`src/leio_pkg.sv`:
```
// leio_pkg: constants and types shared by the line event interrupt block.
// assumes a 32-bit axi4-lite register bus and a 50 MHz system clock.
package leio_pkg;

    // real-time status inputs watched for changes
    localparam int RT_W   = 8;
    // byte address width of the register window
    localparam int ADDR_W = 8;

    // register byte offsets
    localparam logic [ADDR_W-1:0] OFS_CTRL    = 8'h00;
    localparam logic [ADDR_W-1:0] OFS_RT_DATA = 8'h04;
    localparam logic [ADDR_W-1:0] OFS_RT_MASK = 8'h08;
    localparam logic [ADDR_W-1:0] OFS_INT_STS = 8'h0c;
    localparam logic [ADDR_W-1:0] OFS_INT_EN  = 8'h10;
    localparam logic [ADDR_W-1:0] OFS_LINE    = 8'h14;

    // control register fields
    localparam int CTRL_OD_BIT   = 0;
    localparam int CTRL_ARM_BIT  = 1;
    localparam int CTRL_SRST_BIT = 2;

    // interrupt status / enable fields
    localparam int INT_W      = 2;
    localparam int INT_RT_BIT = 0;
    localparam int INT_TX_BIT = 1;

    // line state register fields
    localparam int LINE_ATT_BIT = 0;
    localparam int LINE_OD_BIT  = 1;
    localparam int LINE_ARM_BIT = 2;

    // values after reset
    localparam logic [RT_W-1:0]  RST_RT_MASK    = 8'hff;
    localparam logic             RST_OPEN_DRAIN = 1'b0;
    localparam logic             RST_TX_ARM     = 1'b0;
    localparam logic [INT_W-1:0] RST_INT_EN     = 2'h0;
    localparam logic [RT_W:0]    RST_SYNC       = 9'h100;

    // axi response codes
    localparam logic [1:0] RESP_OKAY   = 2'h0;
    localparam logic [1:0] RESP_SLVERR = 2'h2;

    // whole state of the main module
    typedef struct packed {
        logic              aw_got;
        logic [ADDR_W-1:0] aw_addr;
        logic              w_got;
        logic [31:0]       w_data;
        logic [3:0]        w_strb;
        logic              bvalid;
        logic [1:0]        bresp;
        logic              rvalid;
        logic [1:0]        rresp;
        logic [31:0]       rdata;
        logic              open_drain;
        logic              tx_arm;
        logic [RT_W-1:0]   rt_mask;
        logic [RT_W-1:0]   rt_prev;
        logic              prev_ok;
        logic              att;
        logic [INT_W-1:0]  int_sts;
        logic [INT_W-1:0]  int_en;
    } leio_state_t;

endpackage : leio_pkg

```
`src/leio_sync.sv`:
```
// leio_sync: two-flop synchroniser for a bundle of asynchronous pins.
// assumes each bit is an independent level; no bus coherence is given.
`timescale 1ns/1ps
module leio_sync #(
    parameter int           W       = 1,
    parameter logic [W-1:0] RST_VAL = '0
) (
    // clock and reset
    input  wire logic         sys_clk,
    input  wire logic         sys_rst,
    // pins and synchronised levels
    input  wire logic [W-1:0] pin_i,
    output logic      [W-1:0] sync_o
);

    typedef struct packed {
        logic [W-1:0] meta;
        logic [W-1:0] stable;
    } leio_sync_state_t;

    leio_sync_state_t st_ff;
    leio_sync_state_t nxt_st;

    // the first stage feeds only the second stage
    always_comb begin
        nxt_st        = st_ff;
        nxt_st.meta   = pin_i;
        nxt_st.stable = st_ff.meta;
    end

    always_ff @(posedge sys_clk) begin
        if (sys_rst) begin
            st_ff <= {RST_VAL, RST_VAL};
        end else begin
            st_ff <= nxt_st;
        end
    end

    assign sync_o = st_ff.stable;

endmodule : leio_sync

```
`src/leio_top.sv`:
```
// leio_top: attention line generator with an axi4-lite register slave.
// assumes tx_data_new comes from logic on sys_clk; the status pins and the
// hardware reset pin are asynchronous and are synchronised here.
//
// Operation
// - attention line is asserted by driving it low; idle is high or off.
// - output stage is push-pull or open-drain, chosen by a control bit.
// - any unmasked real-time status bit change asserts the line.
// - when armed, each new transmit data event asserts the line.
// - asserted line holds until host reads the real-time data register.
// - while armed, the line is not held pending a register read.
// - soft reset or hardware reset releases the line unconditionally.
// - each status bit has its own mask, written and read by the host.
// - hardware reset low returns all state and configuration to default.
`timescale 1ns/1ps
module leio_top
    import leio_pkg::*;
(
    // clock and reset
    input  wire logic              sys_clk,
    input  wire logic              sys_rst,
    // hardware reset pin, active low, asynchronous
    input  wire logic              hw_rst_n,
    // real-time status pins and transmit data event
    input  wire logic [RT_W-1:0]   rt_status,
    input  wire logic              tx_data_new,
    // attention line pin and system interrupt
    output logic                   attn_line_o,
    output logic                   attn_line_oe_n,
    output logic                   irq,
    // axi4-lite write address
    input  wire logic [ADDR_W-1:0] s_axi_awaddr,
    input  wire logic [2:0]        s_axi_awprot,
    input  wire logic              s_axi_awvalid,
    output logic                   s_axi_awready,
    // axi4-lite write data
    input  wire logic [31:0]       s_axi_wdata,
    input  wire logic [3:0]        s_axi_wstrb,
    input  wire logic              s_axi_wvalid,
    output logic                   s_axi_wready,
    // axi4-lite write response
    output logic [1:0]             s_axi_bresp,
    output logic                   s_axi_bvalid,
    input  wire logic              s_axi_bready,
    // axi4-lite read address
    input  wire logic [ADDR_W-1:0] s_axi_araddr,
    input  wire logic [2:0]        s_axi_arprot,
    input  wire logic              s_axi_arvalid,
    output logic                   s_axi_arready,
    // axi4-lite read data
    output logic [31:0]            s_axi_rdata,
    output logic [1:0]             s_axi_rresp,
    output logic                   s_axi_rvalid,
    input  wire logic              s_axi_rready
);

    leio_state_t     st_ff;
    leio_state_t     nxt_st;

    logic [RT_W:0]   sync_bus;
    logic [RT_W-1:0] rt_cur;
    logic            hw_rst_sync_n;
    logic            rst_all;

    // write decode results
    logic            wr_go;
    logic            wr_hit;
    logic            soft_rst;
    logic [INT_W-1:0] int_clr;
    logic [31:0]     merged;

    // read decode results
    logic            rd_go;
    logic            rd_rt;
    logic            rd_hit;
    logic [31:0]     rd_word;

    // event detection
    logic [RT_W-1:0] rt_change;
    logic            rt_event;
    logic            tx_event;
    logic [INT_W-1:0] int_set;

    // prot is accepted but not used: all registers are open to every access
    logic [2:0]      prot_unused;

    // applies the byte strobes of a write to an old register value
    function automatic logic [31:0] leio_merge(
        input logic [31:0] old_val,
        input logic [31:0] new_val,
        input logic [3:0]  strb
    );
        logic [31:0] res;
        res = old_val;
        for (int i = 0; i < 4; i++) begin
            if (strb[i]) begin
                res[i*8 +: 8] = new_val[i*8 +: 8];
            end
        end
        return res;
    endfunction : leio_merge

    // true when a byte address selects one of the mapped registers
    function automatic logic leio_mapped(input logic [ADDR_W-1:0] a);
        return (a == OFS_CTRL)    || (a == OFS_RT_DATA) ||
               (a == OFS_RT_MASK) || (a == OFS_INT_STS) ||
               (a == OFS_INT_EN)  || (a == OFS_LINE);
    endfunction : leio_mapped

    // zero-extends a status-wide field into a bus word
    function automatic logic [31:0] leio_rt_word(input logic [RT_W-1:0] v);
        return {{(32-RT_W){1'b0}}, v};
    endfunction : leio_rt_word

    // zero-extends an interrupt-wide field into a bus word
    function automatic logic [31:0] leio_int_word(input logic [INT_W-1:0] v);
        return {{(32-INT_W){1'b0}}, v};
    endfunction : leio_int_word

    // control word as software sees it; the soft reset bit always reads 0
    function automatic logic [31:0] leio_ctrl_word(
        input logic od,
        input logic arm
    );
        logic [31:0] w;
        w               = '0;
        w[CTRL_OD_BIT]  = od;
        w[CTRL_ARM_BIT] = arm;
        return w;
    endfunction : leio_ctrl_word

    // line state word: attention, drive mode and arm in one read
    function automatic logic [31:0] leio_line_word(
        input logic att,
        input logic od,
        input logic arm
    );
        logic [31:0] w;
        w               = '0;
        w[LINE_ATT_BIT] = att;
        w[LINE_OD_BIT]  = od;
        w[LINE_ARM_BIT] = arm;
        return w;
    endfunction : leio_line_word

    // status pins and the reset pin share one synchroniser
    // a pin reset acts two edges late; a pulse under one clock may be missed
    leio_sync #(
        .W       (RT_W + 1),
        .RST_VAL (RST_SYNC)
    ) u_sync (
        .sys_clk (sys_clk),
        .sys_rst (sys_rst),
        .pin_i   ({hw_rst_n, rt_status}),
        .sync_o  (sync_bus)
    );

    assign rt_cur        = sync_bus[RT_W-1:0];
    assign hw_rst_sync_n = sync_bus[RT_W];
    assign prot_unused   = s_axi_awprot | s_axi_arprot;

    // either reset source returns everything to default
    assign rst_all = sys_rst || !hw_rst_sync_n;

    // bus handshakes: one write and one read in flight at a time
    assign s_axi_awready = !st_ff.aw_got && !st_ff.bvalid;
    assign s_axi_wready  = !st_ff.w_got && !st_ff.bvalid;
    assign s_axi_arready = !st_ff.rvalid;
    assign s_axi_bvalid  = st_ff.bvalid;
    assign s_axi_bresp   = st_ff.bresp;
    assign s_axi_rvalid  = st_ff.rvalid;
    assign s_axi_rresp   = st_ff.rresp;
    assign s_axi_rdata   = st_ff.rdata;

    // write takes effect once both address and data are held
    always_comb begin
        wr_go    = st_ff.aw_got && st_ff.w_got;
        wr_hit   = leio_mapped(st_ff.aw_addr);
        soft_rst = 1'b0;
        int_clr  = '0;
        merged   = '0;
        if (wr_go && st_ff.aw_addr == OFS_CTRL) begin
            // soft reset is a self-clearing command bit, never stored
            soft_rst = st_ff.w_strb[0] && st_ff.w_data[CTRL_SRST_BIT];
        end
        if (wr_go && st_ff.aw_addr == OFS_INT_STS && st_ff.w_strb[0]) begin
            int_clr = st_ff.w_data[INT_W-1:0];
        end
        if (wr_go) begin
            unique case (st_ff.aw_addr)
                OFS_CTRL: begin
                    merged = leio_merge(leio_ctrl_word(st_ff.open_drain,
                                                       st_ff.tx_arm),
                                        st_ff.w_data, st_ff.w_strb);
                end
                OFS_RT_MASK: begin
                    merged = leio_merge(leio_rt_word(st_ff.rt_mask),
                                        st_ff.w_data, st_ff.w_strb);
                end
                OFS_INT_EN: begin
                    merged = leio_merge(leio_int_word(st_ff.int_en),
                                        st_ff.w_data, st_ff.w_strb);
                end
                default: begin
                    merged = '0;
                end
            endcase
        end
    end

    // read decode; the word is captured at the address handshake
    always_comb begin
        rd_go   = s_axi_arvalid && s_axi_arready;
        rd_rt   = rd_go && (s_axi_araddr == OFS_RT_DATA);
        rd_hit  = leio_mapped(s_axi_araddr);
        rd_word = '0;
        unique case (s_axi_araddr)
            OFS_CTRL: begin
                rd_word = leio_ctrl_word(st_ff.open_drain, st_ff.tx_arm);
            end
            OFS_RT_DATA: begin
                rd_word = leio_rt_word(rt_cur);
            end
            OFS_RT_MASK: begin
                rd_word = leio_rt_word(st_ff.rt_mask);
            end
            OFS_INT_STS: begin
                rd_word = leio_int_word(st_ff.int_sts);
            end
            OFS_INT_EN: begin
                rd_word = leio_int_word(st_ff.int_en);
            end
            OFS_LINE: begin
                rd_word = leio_line_word(st_ff.att, st_ff.open_drain,
                                         st_ff.tx_arm);
            end
            default: begin
                rd_word = '0;
            end
        endcase
    end

    // events; the first sample after reset only seeds the history so that
    // a pin already high at a hardware reset release does not raise a false change
    always_comb begin
        rt_change = st_ff.prev_ok ? (rt_cur ^ st_ff.rt_prev) : '0;
        rt_event  = |(rt_change & ~st_ff.rt_mask);
        tx_event  = st_ff.tx_arm && tx_data_new;
        int_set   = '0;
        int_set[INT_RT_BIT] = rt_event;
        int_set[INT_TX_BIT] = tx_event;
    end

    always_comb begin
        nxt_st = st_ff;

        // write address and data are taken in either order
        if (s_axi_awvalid && s_axi_awready) begin
            nxt_st.aw_got  = 1'b1;
            nxt_st.aw_addr = s_axi_awaddr;
        end
        if (s_axi_wvalid && s_axi_wready) begin
            nxt_st.w_got  = 1'b1;
            nxt_st.w_data = s_axi_wdata;
            nxt_st.w_strb = s_axi_wstrb;
        end
        if (st_ff.bvalid && s_axi_bready) begin
            nxt_st.bvalid = 1'b0;
        end
        if (wr_go) begin
            nxt_st.aw_got = 1'b0;
            nxt_st.w_got  = 1'b0;
            nxt_st.bvalid = 1'b1;
            nxt_st.bresp  = wr_hit ? RESP_OKAY : RESP_SLVERR;
            unique case (st_ff.aw_addr)
                OFS_CTRL: begin
                    nxt_st.open_drain = merged[CTRL_OD_BIT];
                    nxt_st.tx_arm     = merged[CTRL_ARM_BIT];
                end
                OFS_RT_MASK: begin
                    nxt_st.rt_mask = merged[RT_W-1:0];
                end
                OFS_INT_EN: begin
                    nxt_st.int_en = merged[INT_W-1:0];
                end
                default: begin
                    nxt_st.rt_mask = st_ff.rt_mask;
                end
            endcase
        end

        // read channel
        if (st_ff.rvalid && s_axi_rready) begin
            nxt_st.rvalid = 1'b0;
        end
        if (rd_go) begin
            nxt_st.rvalid = 1'b1;
            nxt_st.rdata  = rd_word;
            nxt_st.rresp  = rd_hit ? RESP_OKAY : RESP_SLVERR;
        end

        // history for change detection
        nxt_st.rt_prev = rt_cur;
        nxt_st.prev_ok = 1'b1;

        // attention line state
        if (soft_rst) begin
            nxt_st.att = 1'b0;
        end else if (st_ff.tx_arm) begin
            // armed: the line follows events, no latch on a read
            nxt_st.att = rt_event || tx_event;
        end else begin
            // a change in the same cycle as the read keeps the line low
            nxt_st.att = rt_event || (st_ff.att && !rd_rt);
        end

        // sticky interrupt status, write one to clear, a set wins
        if (soft_rst) begin
            nxt_st.int_sts = int_set;
        end else begin
            nxt_st.int_sts = (st_ff.int_sts & ~int_clr) | int_set;
        end
    end

    always_ff @(posedge sys_clk) begin
        if (rst_all) begin
            st_ff            <= '0;
            st_ff.open_drain <= RST_OPEN_DRAIN;
            st_ff.tx_arm     <= RST_TX_ARM;
            st_ff.rt_mask    <= RST_RT_MASK;
            st_ff.int_en     <= RST_INT_EN;
        end else begin
            st_ff <= nxt_st;
        end
    end

    // low means asserted; open drain only drives while asserted
    always_comb begin
        if (st_ff.open_drain) begin
            attn_line_o    = 1'b0;
            attn_line_oe_n = !st_ff.att;
        end else begin
            attn_line_o    = !st_ff.att;
            attn_line_oe_n = 1'b0;
        end
    end

    assign irq = |(st_ff.int_sts & st_ff.int_en);

endmodule : leio_top

```
`config.mk`:
```
export PLATFORM = sky130hd
export DESIGN_NAME = leio_top
export DESIGN_NICKNAME = d
export VERILOG_FILES = /design/src/leio_pkg.sv /design/src/leio_sync.sv /design/src/leio_top.sv
export SDC_FILE = /design/constraint.sdc
export NUM_CORES = 1
export LEC_CHECK = 0
export ABC_AREA = 1
export BUFFER_PORTS_ARGS = -buffer_cell sky130_fd_sc_hd__buf_4
export CAP_MARGIN = 20
export CORE_ASPECT_RATIO = 1.5
export CORE_UTILIZATION = 50
export DETAILED_ROUTE_END_ITERATION = 8
export GPL_ROUTABILITY_DRIVEN = 0
export HOLD_SLACK_MARGIN = 0.15
export PLACE_DENSITY = 0.89
export SLEW_MARGIN = 5
export SYNTH_ARGS = -nofsm -noshare
export SYNTH_HDL_FRONTEND = slang
export SYNTH_SLANG_ARGS = --single-unit
export TNS_END_PERCENT = 1
```
`constraint.sdc`:
```
create_clock -name sys_clk -period 1.97 [get_ports sys_clk]
set_clock_uncertainty 0.2 [all_clocks]
set_input_delay 0.0985 -clock sys_clk [delete_from_list [all_inputs] [get_ports sys_clk]]
set_output_delay 0.0985 -clock sys_clk [all_outputs]
set_load 0.01 [all_outputs]
```
==> summary.md, run 1 <==
| Metric | Value |
|---|---|
| Final setup fails | 0 |
| Power Dens Cells | 680.6 mW/mm^2 |
| Largest net degree at the start of global routing | 34 |
| Port Buffer Count | 59 |
| DP Worst Slack | 0.4519 ns |
| First-pass GRT wire length | 13.34 mm |
| Routed length per instance | 11.82 microns |
| Synth area leaders | dfxtp_1 41%, nand2_1 8.6%, nor2_1 8.6% |
| Via/cell ratio | 4.907 |
| CP max stage delay | 0.55 ns |
| First DRT Iteration DRCs | 276 |
| Hold Crit Class | reg -> reg |
| Buffers and inverters on the worst path | 3 |
| Synth top area share | 40.94% |
| Ys flop type | dfxtp_1 |
| Share of synthesized registers carrying an async set or reset | 0% |
| Leakage | 2.270 nW |
| Layout Nets | 679 |
| Layout area overhead | 28.22% |
| Initial antenna violation count | 0 |
| CTS tree | yes |
| Rows | 37 |
| Worst reg2reg path depth | 5 |
| Util after Layout | 66.35% |
| Number of diodes | 0 |
| Synthesized area | 0.003570 sq mm |
| Status | finished with violations |
| Crit path time final | 1.872 ns |
| Layout cells sized above 1 | 20.36% |
| Startpoint Class | input pin |
| DR pass1 iterations | 8 |
| Pins Over Slew Limit | 0 |
| CP cell instances | dlygate4sd3_1, buf_4, nand2_1, dlygate4sd3_1, nor2_1, nand3_1, nand2_1, nor2_1, a21oi_1 |
| CTS max path bufs | 2 |
| Distinct cell type count after synthesis | 27 |
| WP depth | 9 |
| Failing checks | design-rule violations |
| I/O pins | 119 |
| Sequential element share of the synthesized area | 40.94% |
| Die area | 0.007488 sq mm |
| Total track usage | 22.53% |
| Antenna Violating Nets Remaining | 0 |
| CP Max Fanout | 5 |
| Die Ht | 105.5 microns |
| Max IR drop VDD | 0.4611 mV |
| Post-synth EDFFs | 0 |
| RSZ-0062 raised after global routing | false |
| Cell count after placement | 619 |
| Normalized max-slew margin | 64.76% |
| Cell taking the most area after synthesis | dfxtp_1 |
| Synth warn | 0 |
| Num CTS Buffers | 9 |
| Fin. Hold Viols | 0 |
| Vias in the first global route | 3206 |
| Clock latency on the worst-skew pair | 0.35 ns |
| Initial core utilization | 51.75% |
| Fin crit share | 95.00% |
| GR Overflow Total | 0 |
| Worst path top cell family by delay | buffers and inverters |
| DRT Wirelength | 8.121 mm |
| DR vias | 3371 |
| CP max-delay cell | dlygate4sd3_1 |
| DRC Markers | 7 |
| Worst flop-to-flop path startpoint | s_axi_bvalid |
| WP data arrival | 1.95 ns |
| Core ar. | 0.006898 sq mm |
| Setup slack after layout | 0.09848 ns |
| Synth Area per Inst | 7.097 sq um |
| Setup slack, reg-to-reg | 0.45 ns |
| Critical path type | in -> reg |
| CP Launch Point | s_axi_araddr[3] |
| Worst EP required | 2.05 ns |
| Fmax | 534.3 MHz |
| Worst Min Path Start | u_sync.nxt_st[5] |
| Total clock sinks | 73 |
| Setup TNS Final | 0 ns |
| H-tree depth | 3 |
| DIE WIDTH | 70.99 microns |
| Hold depth | 2 |
| Detailed placement HPWL | 5.571 mm |
| Clk slew on worst S/H paths | 0.08 ns |
| Root Driver | clkbuf_8 |
| Max-cap violations | 0 |
| Non-Filler Instances | 687 |
| Least-Margin Pin Slew | 0.5279 ns |
| Yosys reg bits | 73 |
| Synthesized instance count | 503 |
| Crit. End Element | flip-flop |
[registers in the layout, indices dropped and copies added (netlist names)]
| register | cells |
|---|---|
| s_axi_rdata | 8 |
| st_ff | 43 |
| s_axi_rvalid | 1 |
| u_sync.nxt_st | 9 |
| u_sync.sync_o | 9 |
| s_axi_bresp | 1 |
| s_axi_bvalid | 1 |
| s_axi_rresp | 1 |
[cell usage after synthesis (3+ instances only)]
master / number
nand2_1: 82
nor2_1: 82
dfxtp_1: 73
inv_1: 68
buf_4: 38
nand3_1: 38
a21oi_1: 22
o21ai_0: 21
inv_2: 14
nand4_1: 13
nand2_2: 9
buf_2: 7
nor2_4: 5
o211ai_2: 5
nor2_2: 4
o21ai_1: 4
a31oi_1: 3
nand2_4: 3
[worst min-delay path, cell delays in order, from the launching register on]
cell and delay (ns):
dfxtp_1 0.30, inv_1 0.04, nor2_1 0.03
[placed cells by master, fill, tap and decap left out, types with 10 or more instances in the layout]
master          n
inv_1          68
conb_1         26
nor2_1         81
clkbuf_8       10
dfxtp_1        73
nand3_1        38
a21oi_1        22
buf_4          63
dlygate4sd3_1  51
nand4_1        13
nand2_1        82
inv_2          14
o21ai_0        21
[per-stage QoR]
stage | hold slack [ns] | area [sq um] | power [mW]
2_1_floorplan | 0.002311 | 3664 | 1.935
3_3_place_gp | 0.09372 | 3884 | 2.010
3_5_place_dp | 0.09022 | 3884 | 2.031
4_1_cts | 0.2088 | 4577 | 3.125
5_1_grt | 0.2291 | 4577 | 3.257
6_report | 0.2021 | 4577 | 3.115
[routing by layer]
metal / up-vias / track usage (%) / part of all wire (%)
li1: 1694 / - / -
met1: 1536 / 23.67 / 39
met2: 116 / 40.87 / 53
met3: 25 / 4.780 / 4.7
met4: 0 / 12.57 / 3.7
met5: - / 0 / 0
[kinds of logic after synthesis]
family | count (synthesis) | share of synthesized area [%]
AO/OA/AOI/OAI | 57 | 9.324
flip-flops | 73 | 40.94
other | 1 | 0.1051
buffers and inverters | 131 | 18.23
AND/OR/NAND/NOR | 241 | 31.41
[path summary, 6_finish.rpt]
path                                    endpoint
worst min-delay path            u_sync.sync_o[5]
worst min register to register  u_sync.sync_o[5]
worst max-delay path              s_axi_rdata[1]
worst max register to register         st_ff[66]
[layout make-up]
class                   count  area [sq um]
flip-flops and latches     73          1461
clock buffers              11         141.4
well taps                  78         97.59
inverters                  82         307.8
clock inverters             5         31.28
multi-input cells         324          1554
repair buffers            114         983.4
fillers                   544          2321
[power breakdown]
group	switching, mW	leakage, nW	total (mW)	internal (mW)
logic	0.278	1.58	0.499	0.222
registers	0.0449	0.598	1.59	1.54
clock network	0.542	0.0891	1.03	0.487
total	0.864	2.27	3.12	2.25
[what timing repair did]
item | in CTS | in global routing
hold buffers | 52 | 0
resized for setup | 0 | 1
setup endpoints to repair | 0 | 3
hold endpoints to repair | 49 | 0
buffers inserted | 0 | 1
Note: power is estimated with default switching activity, not from simulation.
==> run 2, diff against run 1 <==
SETUP_SLACK_MARGIN = 0.15   (was default)
==> run 2 against run 1 <==
Compared with the run above: the flow still finishes with violations (design-rule violations); die area unchanged; critical path depth increased by 1; clock power about the same; critical path type unchanged.
==> summary.md, run 2 (same netlist as run 1, synthesis figures left out) <==
| Metric | Value |
|---|---|
| Crit. End Element | flip-flop |
| CTS max path bufs | 2 |
| Setup TNS Final | 0 ns |
| Fin crit share | 85.63% |
| Via/cell ratio | 4.927 |
| Most common cell after layout, fill and taps aside | nand2_1 |
| Placed Area | 0.003884 sq mm |
| I/O pins | 119 |
| Pins Over Slew Limit | 0 |
| Largest net degree at the start of global routing | 34 |
| Port Buffer Count | 59 |
| Worst path top cell family by delay | simple AND/OR/NAND/NOR gates |
| Min Hold Slack | 0.2022 ns |
| DRC Markers | 7 |
| Core ar. | 0.006898 sq mm |
| Fillers | 549 |
| Post-route cell area | 0.004564 sq mm |
| First-pass GRT wire length | 13.30 mm |
| Most frequent cells in the layout | 82 x nand2_1, 81 x nor2_1, 73 x dfxtp_1, 68 x inv_1, 61 x buf_4 |
| Routed length per instance | 11.86 microns |
| Max reg flops | 43 |
| Clk slew on worst S/H paths | 0.08 ns |
| CP max stage delay | 0.53 ns |
| Buffers and inverters on the worst path | 3 |
| CP max-delay cell | dlygate4sd3_1 |
| DRT Wirelength | 8.124 mm |
| Failing checks | design-rule violations |
| DR vias | 3375 |
| Startpoint Class | input pin |
| DIE WIDTH | 70.99 microns |
| Util after Layout | 66.17% |
| Initial antenna violation count | 0 |
| Status | finished with violations |
| Vias in the first global route | 3194 |
| Layout Nets | 677 |
| DR pass1 iterations | 8 |
| Antenna Violating Nets Remaining | 0 |
| Max-cap violations | 0 |
| Detailed placement HPWL | 5.571 mm |
| Layout cells sized above 1 | 20.26% |
| RSZ-0062 raised after global routing | false |
| Root Driver | clkbuf_8 |
| Die Ht | 105.5 microns |
| Num CTS Buffers | 9 |
| Leakage | 2.263 nW |
| First DRT Iteration DRCs | 270 |
| CP cell instances | dlygate4sd3_1, buf_4, inv_1, nand2_1, nor2_4, nand3_1, nand3_1, nand2_1, nor2_1, nor2_1 |
| GR Overflow Total | 0 |
| Layout area overhead | 27.87% |
| Rows | 37 |
| Multi-input logic area | 0.001554 sq mm |
| Worst EP required | 2.01 ns |
| Crit path time final | 1.687 ns |
| WP data arrival | 1.73 ns |
| Non-Filler Instances | 685 |
| Hold Crit Class | reg -> reg |
| H-tree depth | 3 |
| Fmax | 592.8 MHz |
| CP Max Fanout | 10 |
| Total track usage | 22.45% |
| Fin. Hold Viols | 0 |
| Clock latency on the worst-skew pair | 0.35 ns |
| Cell count after placement | 619 |
| Total clock sinks | 73 |
| Die area | 0.007488 sq mm |
| Initial core utilization | 51.75% |
| Max IR drop VDD | 0.4611 mV |
| Register area | 0.001461 sq mm |
| Critical path type | in -> reg |
| Power Dens Cells | 682.5 mW/mm^2 |
| CTS tree | yes |
| Final setup fails | 0 |
| Biggest register | st_ff |
| Number of diodes | 0 |
-- run 2: changes by cell type in the layout (fill, tap and decap cells not counted) --
| cell | delta |
|---|---|
| buf_4 | -2 |
| inv_2 | -1 |
| dlygate4sd3_1 | -1 |
| clkinv_2 | +1 |
| buf_6 | +1 |
-- run 2: final cells by class --
class                   count  area share (%)
clock inverters             5          0.6853
inverters                  82           6.771
clock buffers              11           3.098
multi-input cells         324           34.05
repair buffers            112           21.24
flip-flops and latches     73           32.02
well taps                  78           2.138
-- run 2: worst paths after layout --
kind | slack, ns | endpoint | startpoint | depth (start not counted)
setup / recovery | 0.28 | st_ff[4] | s_axi_araddr[0] | 10
hold / removal | 0.20 | u_sync.sync_o[5] | u_sync.nxt_st[5] | 2
setup reg to reg | 0.45 | st_ff[66] | s_axi_bvalid | 5
hold reg to reg | 0.20 | u_sync.sync_o[5] | u_sync.nxt_st[5] | 2
-- run 2: routing by layer --
metal | part of all wire, % | track usage (%) | vias to the layer above
met5 | 0 | 0 | -
met4 | 3.7 | 12.57 | 0
met3 | 5.4 | 4.780 | 23
met2 | 53 | 40.59 | 138
met1 | 38 | 23.67 | 1525
li1 | - | - | 1689
-- run 2: what timing repair did --
action,in CTS,in global routing
endpoints found under the setup margin,0,4
hold buffers,51,0
hold endpoints to repair,49,0
buffers inserted,0,0
resized for setup,0,3
-- run 2: through the flow --
| step | power (mW) | setup WS (ns) |
|---|---|---|
| 4_1_cts | 3.123 | 0.1660 |
| 6_report | 3.115 | 0.2830 |
| 3_5_place_dp | 2.031 | 0.4519 |
| 5_1_grt | 3.256 | 0.1528 |
| 3_3_place_gp | 2.010 | 0.5057 |
| 2_1_floorplan | 1.935 | 0.5284 |
-- run 2: report_power, final --
part / leakage, nW / switching, mW / internal [mW]
sequential: 0.598 / 0.0450 / 1.54
combinational: 1.58 / 0.278 / 0.221
clock: 0.0891 / 0.542 / 0.487
-- run 2: tightest hold or removal path, cell delays in order (launching register included) --
cell,delay [ns]
dfxtp_1,0.30
inv_1,0.04
nor2_1,0.03
